### config.mk
export PLATFORM = sky130hd
export DESIGN_NAME = tmic_top
export DESIGN_NICKNAME = d
export VERILOG_FILES = /design/src/common/tmic_pkg.sv /design/src/common/tmic_cap_if.sv /design/src/tmic_capture.sv /design/src/tmic_top.sv
export SDC_FILE = /design/constraint.sdc
export NUM_CORES = 1
export LEC_CHECK = 0
export ABC_AREA = 1
export BUFFER_PORTS_ARGS = -buffer_cell sky130_fd_sc_hd__buf_2
export CORE_MARGIN = 2
export CORE_UTILIZATION = 51
export DETAILED_ROUTE_END_ITERATION = 7
export PLACE_DENSITY = 0.86
export SLEW_MARGIN = 20
export SYNTH_ARGS = -nofsm -noshare
export SYNTH_HDL_FRONTEND = slang
export SYNTH_SLANG_ARGS = --single-unit
### constraint.sdc
create_clock -name clock -period 2 [get_ports clock]
set_clock_uncertainty 0.1 [all_clocks]
set_input_delay 0.4 -clock clock [delete_from_list [all_inputs] [get_ports clock]]
set_output_delay 0.4 -clock clock [all_outputs]
set_load 0.05 [all_outputs]
### src/common/tmic_pkg.sv
// constants for the timer interrupt mask, flag and capture block
package tmic_pkg;

  // ****************************************
  // address map
  // ****************************************
  localparam logic [7:0] TMIC_IO_DATA_OFS   = 8'h20;
  localparam logic [7:0] TMIC_IO_FLAGS      = 8'h36;
  localparam logic [7:0] TMIC_IO_MASK       = 8'h37;
  localparam logic [7:0] TMIC_IO_CAP1_LO    = 8'h26;
  localparam logic [7:0] TMIC_IO_CAP1_HI    = 8'h27;
  localparam logic [7:0] TMIC_ADDR_FLAGS    = TMIC_IO_FLAGS + TMIC_IO_DATA_OFS;
  localparam logic [7:0] TMIC_ADDR_MASK     = TMIC_IO_MASK + TMIC_IO_DATA_OFS;
  localparam logic [7:0] TMIC_ADDR_CAP1_LO  = TMIC_IO_CAP1_LO + TMIC_IO_DATA_OFS;
  localparam logic [7:0] TMIC_ADDR_CAP1_HI  = TMIC_IO_CAP1_HI + TMIC_IO_DATA_OFS;
  localparam logic [7:0] TMIC_ADDR_EFLAGS   = 8'h7C;
  localparam logic [7:0] TMIC_ADDR_EMASK    = 8'h7D;
  localparam logic [7:0] TMIC_ADDR_CAP3_LO  = 8'h80;
  localparam logic [7:0] TMIC_ADDR_CAP3_HI  = 8'h81;

  // ****************************************
  // field positions
  // ****************************************
  localparam int TMIC_BIT_CAP     = 5;
  localparam int TMIC_BIT_CMPA    = 4;
  localparam int TMIC_BIT_CMPB    = 3;
  localparam int TMIC_BIT_OVF     = 2;
  localparam int TMIC_BIT_T3_CMPC = 1;
  localparam int TMIC_BIT_T1_CMPC = 0;
  localparam logic [7:0] TMIC_MASK_VALID   = 8'h3C;
  localparam logic [7:0] TMIC_EMASK_VALID  = 8'h3F;

  // ****************************************
  // reset values
  // ****************************************
  localparam logic [7:0]  TMIC_RST_BYTE = 8'h00;
  localparam logic [15:0] TMIC_RST_WORD = 16'h0000;

endpackage

### src/common/tmic_cap_if.sv
// link between the register logic and one capture unit
`timescale 1ns/1ps
`default_nettype none
interface tmic_cap_if;
  logic [15:0] cap_value;
  logic        cap_event;
  logic        sw_we;
  logic [15:0] sw_wdata;

  modport unit (output cap_value, output cap_event, input sw_we, input sw_wdata);
  modport host (input cap_value, input cap_event, output sw_we, output sw_wdata);
endinterface
`default_nettype wire

### src/tmic_capture.sv
// input capture register of one 16-bit timer
`timescale 1ns/1ps
`default_nettype none
module tmic_capture
  import tmic_pkg::*;
(
  input  wire logic        clock,
  input  wire logic        rst_n,
  input  wire logic        pin_level,
  input  wire logic        alt_level,
  input  wire logic        use_alt,
  input  wire logic        top_is_capture,
  input  wire logic        counter_at_top,
  input  wire logic [15:0] counter_value,
  tmic_cap_if.unit         cap
);

  // ****************************************
  // capture source edge
  // ****************************************
  logic        src_prev_r;
  logic        src_now;
  logic        src_edge;
  logic [15:0] cap_value_r;

  assign src_now  = use_alt ? alt_level : pin_level;
  assign src_edge = src_now & ~src_prev_r;

  always_ff @(posedge clock or negedge rst_n) begin
    if (!rst_n) begin
      src_prev_r <= 1'b0;
    end else begin
      src_prev_r <= src_now;
    end
  end

  // ****************************************
  // capture register
  // ****************************************
  always_ff @(posedge clock or negedge rst_n) begin
    if (!rst_n) begin
      cap_value_r <= TMIC_RST_WORD;
    end else if (src_edge && !top_is_capture) begin
      cap_value_r <= counter_value;
    end else if (cap.sw_we) begin
      cap_value_r <= cap.sw_wdata;
    end
  end

  assign cap.cap_value = cap_value_r;
  // flag source: counter at top while the register serves as top
  assign cap.cap_event = top_is_capture ? counter_at_top : src_edge;

endmodule // tmic_capture
`default_nettype wire

### src/tmic_top.sv
// timer interrupt masks, flags and capture registers of timers 1 and 3
//
// Behaviour
// - capture event copies the counter into that timer's capture register, except in capture-top mode
// - capture register is offered as counter top value
// - 16-bit capture access goes through one shared 8-bit high-byte holding register
// - timer 1 capture request needs mask bit 5, global enable and flag
// - timer 1 compare A request needs mask bit 4, global enable and flag
// - timer 1 compare B request needs mask bit 3, global enable and flag
// - timer 1 overflow request needs mask bit 2, global enable and flag
// - extended mask bits 5..1 enable timer 3 capture, A, B, overflow, C
// - extended mask bit 0 enables timer 1 compare C request
// - extended mask is absent in legacy compatibility mode
// - capture flag sets on capture event, or at top in capture-top mode
// - capture flag clears on vector execution or write of one
// - compare A flag sets one cycle after a ticked match
// - forced compare strobe never sets a compare flag
// - compare A flag clears on vector execution or write of one
// - compare B flag sets after match, not by force, clears like others
// - overflow flag sets on overflow, clears on vector or write of one
// - extended flags hold timer 3 bits 5..1 and timer 1 compare C in bit 0
`timescale 1ns/1ps
`default_nettype none
module tmic_top
  import tmic_pkg::*;
(
  input  wire logic        clock,
  input  wire logic        rst_n,
  input  wire logic [7:0]  io_addr,
  input  wire logic [7:0]  io_wdata,
  input  wire logic        io_we,
  input  wire logic        io_re,
  output var  logic [7:0]  io_rdata,
  input  wire logic        global_irq_en,
  input  wire logic        compat_mode,
  input  wire logic [15:0] counter1_value,
  input  wire logic [15:0] counter3_value,
  input  wire logic        t1_capture_input_pin,
  input  wire logic        t3_capture_input_pin,
  input  wire logic        t1_comparator_out,
  input  wire logic        t1_capture_from_comparator,
  input  wire logic        t1_top_is_capture,
  input  wire logic        t3_top_is_capture,
  input  wire logic        t1_counter_at_top,
  input  wire logic        t3_counter_at_top,
  input  wire logic        t1_tick,
  input  wire logic        t3_tick,
  input  wire logic [2:0]  t1_cmp_match,
  input  wire logic [2:0]  t1_force_cmp,
  input  wire logic [2:0]  t3_cmp_match,
  input  wire logic [2:0]  t3_force_cmp,
  input  wire logic        t1_overflow,
  input  wire logic        t3_overflow,
  input  wire logic [7:0]  flags_vec_ack,
  input  wire logic [7:0]  eflags_vec_ack,
  output var  logic [7:0]  irq_req,
  output var  logic [7:0]  ext_irq_req,
  output var  logic [15:0] capture1_top,
  output var  logic [15:0] capture3_top
);

  // ****************************************
  // declarations
  // ****************************************
  logic [7:0] flags_r;
  logic [7:0] flags_nxt;
  logic [7:0] eflags_r;
  logic [7:0] eflags_nxt;
  logic [7:0] mask_r;
  logic [7:0] emask_r;
  logic [7:0] emask_eff;
  logic [7:0] temp_r;
  logic [7:0] rdata_r;
  logic [7:0] rd_val;
  logic [7:0] flags_set;
  logic [7:0] eflags_set;
  logic [7:0] flags_wclr;
  logic [7:0] eflags_wclr;
  logic [2:0] t1_cmp_seen_r;
  logic [2:0] t3_cmp_seen_r;
  logic       t1_ovf_seen_r;
  logic       t3_ovf_seen_r;
  logic [7:0] irq_r;
  logic [7:0] ext_irq_r;

  tmic_cap_if cap1 ();
  tmic_cap_if cap3 ();

  // ****************************************
  // helpers
  // ****************************************
  function automatic logic [7:0] flag_next(
    input logic [7:0] cur,
    input logic [7:0] set,
    input logic [7:0] wclr,
    input logic [7:0] ack,
    input logic [7:0] valid
  );
    flag_next = ((cur & ~(wclr | ack)) | set) & valid;
  endfunction

  function automatic logic [7:0] irq_gate(
    input logic [7:0] flags,
    input logic [7:0] mask,
    input logic       gie
  );
    irq_gate = flags & mask & {8{gie}};
  endfunction

  // ****************************************
  // capture units
  // ****************************************
  tmic_capture u_cap1 (
    .clock          (clock),
    .rst_n          (rst_n),
    .pin_level      (t1_capture_input_pin),
    .alt_level      (t1_comparator_out),
    .use_alt        (t1_capture_from_comparator),
    .top_is_capture (t1_top_is_capture),
    .counter_at_top (t1_counter_at_top),
    .counter_value  (counter1_value),
    .cap            (cap1.unit)
  );

  tmic_capture u_cap3 (
    .clock          (clock),
    .rst_n          (rst_n),
    .pin_level      (t3_capture_input_pin),
    .alt_level      (1'b0),
    .use_alt        (1'b0),
    .top_is_capture (t3_top_is_capture),
    .counter_at_top (t3_counter_at_top),
    .counter_value  (counter3_value),
    .cap            (cap3.unit)
  );

  // low byte write commits the held high byte with it
  assign cap1.sw_we    = io_we && (io_addr == TMIC_ADDR_CAP1_LO);
  assign cap1.sw_wdata = {temp_r, io_wdata};
  assign cap3.sw_we    = io_we && (io_addr == TMIC_ADDR_CAP3_LO);
  assign cap3.sw_wdata = {temp_r, io_wdata};

  // ****************************************
  // event qualification
  // ****************************************
  // forced strobes are masked out before the match is seen
  always_ff @(posedge clock or negedge rst_n) begin
    if (!rst_n) begin
      t1_cmp_seen_r <= 3'h0;
      t3_cmp_seen_r <= 3'h0;
    end else begin
      t1_cmp_seen_r <= t1_cmp_match & ~t1_force_cmp & {3{t1_tick}};
      t3_cmp_seen_r <= t3_cmp_match & ~t3_force_cmp & {3{t3_tick}};
    end
  end

  always_ff @(posedge clock or negedge rst_n) begin
    if (!rst_n) begin
      t1_ovf_seen_r <= 1'b0;
      t3_ovf_seen_r <= 1'b0;
    end else begin
      t1_ovf_seen_r <= t1_overflow & t1_tick;
      t3_ovf_seen_r <= t3_overflow & t3_tick;
    end
  end

  always_comb begin
    flags_set                  = 8'h00;
    flags_set[TMIC_BIT_CAP]    = cap1.cap_event;
    flags_set[TMIC_BIT_CMPA]   = t1_cmp_seen_r[0];
    flags_set[TMIC_BIT_CMPB]   = t1_cmp_seen_r[1];
    flags_set[TMIC_BIT_OVF]    = t1_ovf_seen_r;
  end

  always_comb begin
    eflags_set                   = 8'h00;
    eflags_set[TMIC_BIT_CAP]     = cap3.cap_event;
    eflags_set[TMIC_BIT_CMPA]    = t3_cmp_seen_r[0];
    eflags_set[TMIC_BIT_CMPB]    = t3_cmp_seen_r[1];
    eflags_set[TMIC_BIT_OVF]     = t3_ovf_seen_r;
    eflags_set[TMIC_BIT_T3_CMPC] = t3_cmp_seen_r[2];
    eflags_set[TMIC_BIT_T1_CMPC] = t1_cmp_seen_r[2];
  end

  // ****************************************
  // flag registers
  // ****************************************
  assign flags_wclr  = (io_we && io_addr == TMIC_ADDR_FLAGS) ? io_wdata : 8'h00;
  assign eflags_wclr = (io_we && io_addr == TMIC_ADDR_EFLAGS) ? io_wdata : 8'h00;
  // write one or vector execution clears, set still wins
  assign flags_nxt  = flag_next(flags_r, flags_set, flags_wclr, flags_vec_ack,
                                TMIC_MASK_VALID);
  assign eflags_nxt = flag_next(eflags_r, eflags_set, eflags_wclr, eflags_vec_ack,
                                TMIC_EMASK_VALID);

  always_ff @(posedge clock or negedge rst_n) begin
    if (!rst_n) begin
      flags_r <= TMIC_RST_BYTE;
    end else begin
      flags_r <= flags_nxt;
    end
  end

  always_ff @(posedge clock or negedge rst_n) begin
    if (!rst_n) begin
      eflags_r <= TMIC_RST_BYTE;
    end else begin
      eflags_r <= eflags_nxt;
    end
  end

  // ****************************************
  // mask registers
  // ****************************************
  always_ff @(posedge clock or negedge rst_n) begin
    if (!rst_n) begin
      mask_r <= TMIC_RST_BYTE;
    end else if (io_we && io_addr == TMIC_ADDR_MASK) begin
      mask_r <= io_wdata & TMIC_MASK_VALID;
    end
  end

  always_ff @(posedge clock or negedge rst_n) begin
    if (!rst_n) begin
      emask_r <= TMIC_RST_BYTE;
    end else if (compat_mode) begin
      emask_r <= TMIC_RST_BYTE;
    end else if (io_we && io_addr == TMIC_ADDR_EMASK) begin
      emask_r <= io_wdata & TMIC_EMASK_VALID;
    end
  end

  assign emask_eff = compat_mode ? 8'h00 : emask_r;

  // ****************************************
  // shared high-byte holding register
  // ****************************************
  always_ff @(posedge clock or negedge rst_n) begin
    if (!rst_n) begin
      temp_r <= TMIC_RST_BYTE;
    end else if (io_we && (io_addr == TMIC_ADDR_CAP1_HI || io_addr == TMIC_ADDR_CAP3_HI)) begin
      temp_r <= io_wdata;
    end else if (io_re && io_addr == TMIC_ADDR_CAP1_LO) begin
      temp_r <= cap1.cap_value[15:8];
    end else if (io_re && io_addr == TMIC_ADDR_CAP3_LO) begin
      temp_r <= cap3.cap_value[15:8];
    end
  end

  // ****************************************
  // read path
  // ****************************************
  // data-space addresses only; low registers sit at port offset plus 0x20
  always_comb begin
    if (io_addr == TMIC_ADDR_FLAGS) begin
      rd_val = flags_r;
    end else if (io_addr == TMIC_ADDR_MASK) begin
      rd_val = mask_r;
    end else if (io_addr == TMIC_ADDR_EFLAGS) begin
      rd_val = eflags_r;
    end else if (io_addr == TMIC_ADDR_EMASK) begin
      rd_val = emask_eff;
    end else if (io_addr == TMIC_ADDR_CAP1_LO) begin
      rd_val = cap1.cap_value[7:0];
    end else if (io_addr == TMIC_ADDR_CAP1_HI) begin
      rd_val = temp_r;
    end else if (io_addr == TMIC_ADDR_CAP3_LO) begin
      rd_val = cap3.cap_value[7:0];
    end else if (io_addr == TMIC_ADDR_CAP3_HI) begin
      rd_val = temp_r;
    end else begin
      rd_val = 8'h00;
    end
  end

  always_ff @(posedge clock or negedge rst_n) begin
    if (!rst_n) begin
      rdata_r <= TMIC_RST_BYTE;
    end else if (io_re) begin
      rdata_r <= rd_val;
    end
  end

  assign io_rdata = rdata_r;

  // ****************************************
  // interrupt requests
  // ****************************************
  always_ff @(posedge clock or negedge rst_n) begin
    if (!rst_n) begin
      irq_r <= TMIC_RST_BYTE;
    end else begin
      irq_r <= irq_gate(flags_r, mask_r, global_irq_en);
    end
  end

  always_ff @(posedge clock or negedge rst_n) begin
    if (!rst_n) begin
      ext_irq_r <= TMIC_RST_BYTE;
    end else begin
      ext_irq_r <= irq_gate(eflags_r, emask_eff, global_irq_en);
    end
  end

  assign irq_req      = irq_r;
  assign ext_irq_req  = ext_irq_r;
  assign capture1_top = cap1.cap_value;
  assign capture3_top = cap3.cap_value;

endmodule // tmic_top
`default_nettype wire

Yosys cells after proc, flatten, opt, wreduce, memory -nomap -nowiden

Index checks and enable logic that the tools add are counted.

Bits in registers: 96
Bits of input ports: 94
Output and inout port bits: 56

Bitwise operators: 24
Mux-type cells: 23
Eq/ne operators: 8
Reductions and logical operators: 18

Operator list:

| cell               | number |
|---|---|
| $mux 8             | 14 |
| $mux 16            | 4 |
| $eq 8x7->1 const B | 6 |
| $or 6x6->6         | 4 |
| $and 6x6->6        | 3 |
| $and 6x8->8        | 2 |
| $eq 8x8->1 const B | 2 |
| $and 3x3->3        | 4 |
| $mux 6             | 2 |
| $not 6->6          | 2 |
| $logic_and 1x1->1  | 11 |
| $and 8x8->8        | 1 |
| $not 3->3          | 2 |
| $reduce_bool 2->1  | 3 |
| $and 1x1->1        | 4 |
| $mux 1             | 3 |
| $reduce_bool 3->1  | 1 |
| $logic_not 1->1    | 2 |
| $not 1->1          | 2 |
| $logic_or 1x1->1   | 1 |

Depth between registers and ports, before layout

Depth in word-level cells: 9
Mapped depth: 12

Hierarchy

Synthesis repeated with hierarchy kept, for this count alone.

Cells, all modules: 691
Area, all modules: 4947.2 µm²

By module, submodules not included:

| module       | cells an instance | area an instance (µm²) | instances |
|---|---|---|---|
| tmic_top     | 391               | 2910.3                 | 1 |
| tmic_capture | 150               | 1018.5                 | 2 |

Worst setup path before layout

No wires, ideal clock.

Path kind: in2reg
From: input port io_addr[6]
To: register u_cap1.cap_value_r[2] (netlist: u_cap1.cap.cap_value[2])
Path slack: 423 ps
Required time: 1776 ps
Cell stages on the path: 8
Setup time: 124 ps
Data arrival time: 1353 ps
Cell sequence: inv_1 -> nor2_1 -> nand2_2 -> nor2_8 -> inv_2 -> o21ai_4 -> buf_4 -> a21oi_2

Cells in the longest elaborated chain, start to end: 3

Ends and longest elaborated chain:

| what                               | line               | text |
|---|---|---|
| start, declared                    | tmic_top.sv:29     | `input wire logic [7:0] io_addr,` |
| $eq 8x7->1                         | tmic_top.sv:138    | `assign cap1.sw_we = io_we && (io_addr == TMIC_ADDR_CAP1_LO);` |
| $logic_and 1x1->1                  | tmic_top.sv:138    |  |
| $reduce_bool 2->1 (no source line) | n/a                |  |
| end signal, assigned               | tmic_capture.sv:44 | `cap_value_r <= counter_value;` |
| end signal, assigned               | tmic_capture.sv:46 | `cap_value_r <= cap.sw_wdata;` |
| end, declared                      | tmic_capture.sv:24 | `logic [15:0] cap_value_r;` |

No other way between the ends.
A chain may end at the register's enable or synchronous reset.

Final worst setup path

From: register u_cap3.src_prev_r
To: register u_cap3.cap_value_r[4] (netlist: u_cap3.cap.cap_value[4])

Cells in the longest elaborated chain, start to end: 4
Elaborated cells on any way between the ends: 5

Ends and longest elaborated chain:

| what                                                | line               | text |
|---|---|---|
| start, declared                                     | tmic_capture.sv:21 | `logic src_prev_r;` |
| start signal, assigned                              | tmic_capture.sv:33 | `src_prev_r <= src_now;` |
| $not 1->1 (*)                                       | tmic_capture.sv:27 | `assign src_edge = src_now & ~src_prev_r;` |
| $and 1x1->1 (*)                                     | tmic_capture.sv:27 |  |
| $logic_and 1x1->1 (*)                               | tmic_capture.sv:43 | `end else if (src_edge && !top_is_capture) begin` |
| $mux 16 / $reduce_bool 2->1 (equally long branches) | n/a                |  |
| end signal, assigned                                | tmic_capture.sv:44 |  |
| end signal, assigned                                | tmic_capture.sv:46 |  |
| end, declared                                       | tmic_capture.sv:24 |  |

Mark *: on every way between the ends. The rest lies on a longest branch, timed or not.

==> summary.txt <==
Outcome
  – Result of the run: finished clean

Logic synthesis
  – Synthesized-area fraction occupied by xor and xnor cells: 0%
  – Synth Instances: 577
  – Most area-hungry cell type in the Yosys netlist: sky130_fd_sc_hd__dfrtp_1
  – Primary flip-flop cell chosen by synthesis mapping: sky130_fd_sc_hd__dfrtp_1
  – Fraction of the mapped netlist area in compound gates: 16.1%
  – Post-synth EDFFs: 0
  – Post-synthesis adder-cell area fraction: 0%
  – Sequential fraction of the synthesis area: 48.5%
  – Mean cell area of the mapped netlist: 7.86 um2
  – Post-synthesis register bit count: 88
  – Warnings from Yosys: 0
  – Top-area cell type share of the netlist area: 48.5%
  – Unique cell type count in the Yosys netlist: 31
  – Synth top area cells: sky130_fd_sc_hd__dfrtp_1 49%, sky130_fd_sc_hd__nand2_1 12%, sky130_fd_sc_hd__inv_1 5.0%, sky130_fd_sc_hd__nor2_1 5.0%, sky130_fd_sc_hd__o21ai_0 5.0%
  – Post-Synthesis Cell Area: 4540 um2
  – Multiplexer area fraction after synthesis: 0.221%
  – Largest family of logic cells by synthesized area: simple AND/OR/NAND/NOR gates
  – Fraction of the mapped netlist area in simple logic gates: 26.5%
  – Fraction of registers with async set/reset: 100%

Drt
  – Final Routed Wirelength: 13500 um
  – Number of design-rule violations left by the first detailed-router iteration: 370
  – TritonRoute pass-1 iters: 5
  – Wirelength per Cell: 16.1 um
  – Via density per instance: 5.35
  – Vias post-DR: 4480
  – Detailed-route DRC error count: 0
  – Post-DRT Antenna Nets: 0

Power and ir drop
  – Total power after layout: 0.00489 W
  – Peak supply drop: 637 uV
  – Power density of the placed cells: 872 nW/um2
  – Leakage power summed over all cells: 3.08 nW

Floorplan
  – Site Rows: 34
  – Initial core utilization: 52.3%
  – X dimension of the die: 98.3 um
  – IO Count: 150
  – Standard cell core area: 8680 um2
  – Total die area: 9670 um2
  – Die height: 98.3 um

Flow run
  – Max Cap Violations: 0

Clock network
  – Post-CTS Setup Bufs: 0
  – Clock transition at path regs: 0.09 ns
  – Clock sink count: 88
  – Number of clock buffers inserted by TritonCTS: 9
  – Root buffer selected by CTS: sky130_fd_sc_hd__clkbuf_8
  – TritonCTS clock tree: done
  – # H-tree levels: 3
  – Clk Latency, worst-skew pair: 0.36 ns
  – CTS max path bufs: 2

Setup path
  – Worst-path maximum fanout: 13
  – Combined buffer and inverter count along the critical path: 1
  – Worst Reg-to-Reg Cells: 5
  – Worst path cell trace: or3b_1, buf_4, nand2_1, o21ai_0, a21oi_1
  – Register-to-register setup slack: 0.32 ns
  – Delay of the slowest cell on the worst path: 0.57 ns
  – Setup crit start kind: register
  – Family of cells with the greatest summed delay on the critical path: simple AND/OR/NAND/NOR gates
  – Required time at the worst-slack endpoint: 2.19 ns
  – Worst Setup Path Type: register to register
  – Type of element capturing the critical path: register
  – Slowest CP cell: sky130_fd_sc_hd__or3b_1
  – Endpoint of the worst register-to-register path: u_cap3.cap.cap_value[4]$_DFFE_PN0P_
  – Crit Reg-Reg Startpoint: u_cap3.src_prev_r$_DFF_PN0_
  – Worst Path Arrival: 1.87 ns

Timing
  – Fin. max-slew vios: 0
  – Final count of negative-setup-slack endpoints: 0
  – Share of the clock period used by the worst path: 84.1%
  – Unrepaired setup endpoints after global routing: no
  – Highest attainable clock frequency: 0.595 GHz
  – Min cycle time layout: 1.68 ns
  – Hold Vio Cnt, Final: 0
  – Final setup TNS: 0 ns

Place
  – Port buffer count: 137
  – Routability Congestion: 0.936
  – Total half-perimeter wirelength after legalization and detailed placement: 10600 um
  – Placed standard-cell area: 5400 um2
  – Instance count after placement with tap cells included: 820

Finish
  – Filler cell count: 752
  – Post-layout instance area: 5610 um2
  – Most common library cell in the layout ignoring fill and taps: sky130_fd_sc_hd__nand2_1
  – Share of the core filled with cells in the final layout: 64.7%
  – # diodes: 0
  – Commonest cells after routing, fill and taps aside: 139 x sky130_fd_sc_hd__nand2_1, 136 x sky130_fd_sc_hd__buf_2, 88 x sky130_fd_sc_hd__dfrtp_1
  – # nets final: 818
  – Final Instance Count excl. Fillers: 837
  – Share of layout cells above drive strength 1: 28.3%
  – Layout Area Growth over Synthesis: 23.7%

Global routing
  – Remaining Overflow, GRT: 0
  – Number of global-route vias before repair: 4327
  – Pin count of the biggest net entering global routing: 52
  – Antenna violations before repair: 0
  – All-layer global routing usage: 28.4%
  – Global-route wire length before repair: 21800 um

Min path
  – Number of cells on the worst hold path: 1
  – Start point of the worst hold path: t3_capture_input_pin
  – Path category of the worst min-delay check: input pin to register
  – Worst hold path endpoint: u_cap3.src_prev_r$_DFF_PN0_
where the power goes:
group | internal [W] | switching, W | total, W
combinational | 0.000371 | 0.00106 | 0.00143
sequential | 0.00200 | 0.000184 | 0.00218
clock | 0.000622 | 0.000664 | 0.00129
sequential cells by signal, summed over array words and instances, names as in the netlist, 4 cells and up:
name,count
eflags_r,6
mask_r,4
temp_r,8
u_cap1.cap.cap_value,16
flags_r,4
ext_irq_req,6
io_rdata,8
irq_req,4
emask_r,6
u_cap3.cap.cap_value,16
worst max path at each step:
stage,slack (ns),from,endpoint,cells after the start
after floorplan,0.42,io_addr[6],u_cap1.cap.cap_value[2]$_DFFE_PN0P_,8
after global placement,0.07,io_addr[4],temp_r[5]$_DFFE_PN0P_,9
after detailed placement,0.05,io_addr[6],temp_r[5]$_DFFE_PN0P_,10
after CTS,0.31,u_cap3.src_prev_r$_DFF_PN0_,u_cap3.cap.cap_value[5]$_DFFE_PN0P_,5
after global routing,0.15,io_addr[6],temp_r[5]$_DFFE_PN0P_,10
final,0.32,u_cap3.src_prev_r$_DFF_PN0_,u_cap3.cap.cap_value[4]$_DFFE_PN0P_,5
Yosys cell counts, types with 7 or more instances:
master                     instances
sky130_fd_sc_hd__nand3_1          37
sky130_fd_sc_hd__nor3_1           10
sky130_fd_sc_hd__inv_1            60
sky130_fd_sc_hd__nand2_1         139
sky130_fd_sc_hd__a21o_1            8
sky130_fd_sc_hd__nand2_2           8
sky130_fd_sc_hd__dfrtp_1          88
sky130_fd_sc_hd__clkbuf_1          7
sky130_fd_sc_hd__buf_4             7
sky130_fd_sc_hd__nor2_1           60
sky130_fd_sc_hd__o21ai_0          45
sky130_fd_sc_hd__o211ai_1          9
sky130_fd_sc_hd__a21oi_2          11
sky130_fd_sc_hd__buf_2             8
sky130_fd_sc_hd__a21oi_1          40
final cells by class:
class                           instances  area, um2  share of cell area, %
Clock buffer                           11        141                   2.52
Clock inverter                          5       63.8                   1.14
Inverter                               63        236                   4.21
Multi-Input combinational cell        406       1960                   35.0
Sequential cell                        88       2200                   39.2
Tap cell                              108        135                   2.41
Timing Repair Buffer                  156        871                   15.5
through the flow:
| step | worst slack (ns) | hold slack [ns] |
|---|---|---|
| global placement | 0.0717 | 0.253 |
| floorplan | 0.423 | 0.00441 |
| global route | 0.152 | 0.0529 |
| detailed placement | 0.0466 | 0.262 |
| finish | 0.318 | 0.0604 |
| CTS | 0.313 | 0.0563 |
kinds of logic (layout without fill, tap and decap cells):
kind of cell           count (synthesis)  in the layout
AO/OA/AOI/OAI                        125            125
buffers and inverters                 88            235
flip-flops                            88             88
multiplexers                           1              1
other                                  1              6
AND/OR/NAND/NOR                      274            274
per-layer routing:
metal	share of wire, %	track usage [%]	routed length (um)	vias up
met5	0	0	0	-
met4	1.9	7.48	253	0
met3	7.4	4.15	995	27
met2	48	45.7	6400	197
met1	43	40.6	5810	2106
li1	-	-	-	2150
timing repair:
item | in CTS | in global routing
endpoints found under the setup margin | 0 | 0
hold buffers | 1 | 0
resized for setup | 0 | 0
hold endpoints to repair | 30 | 0
Note: power is estimated with default switching activity, not from simulation.
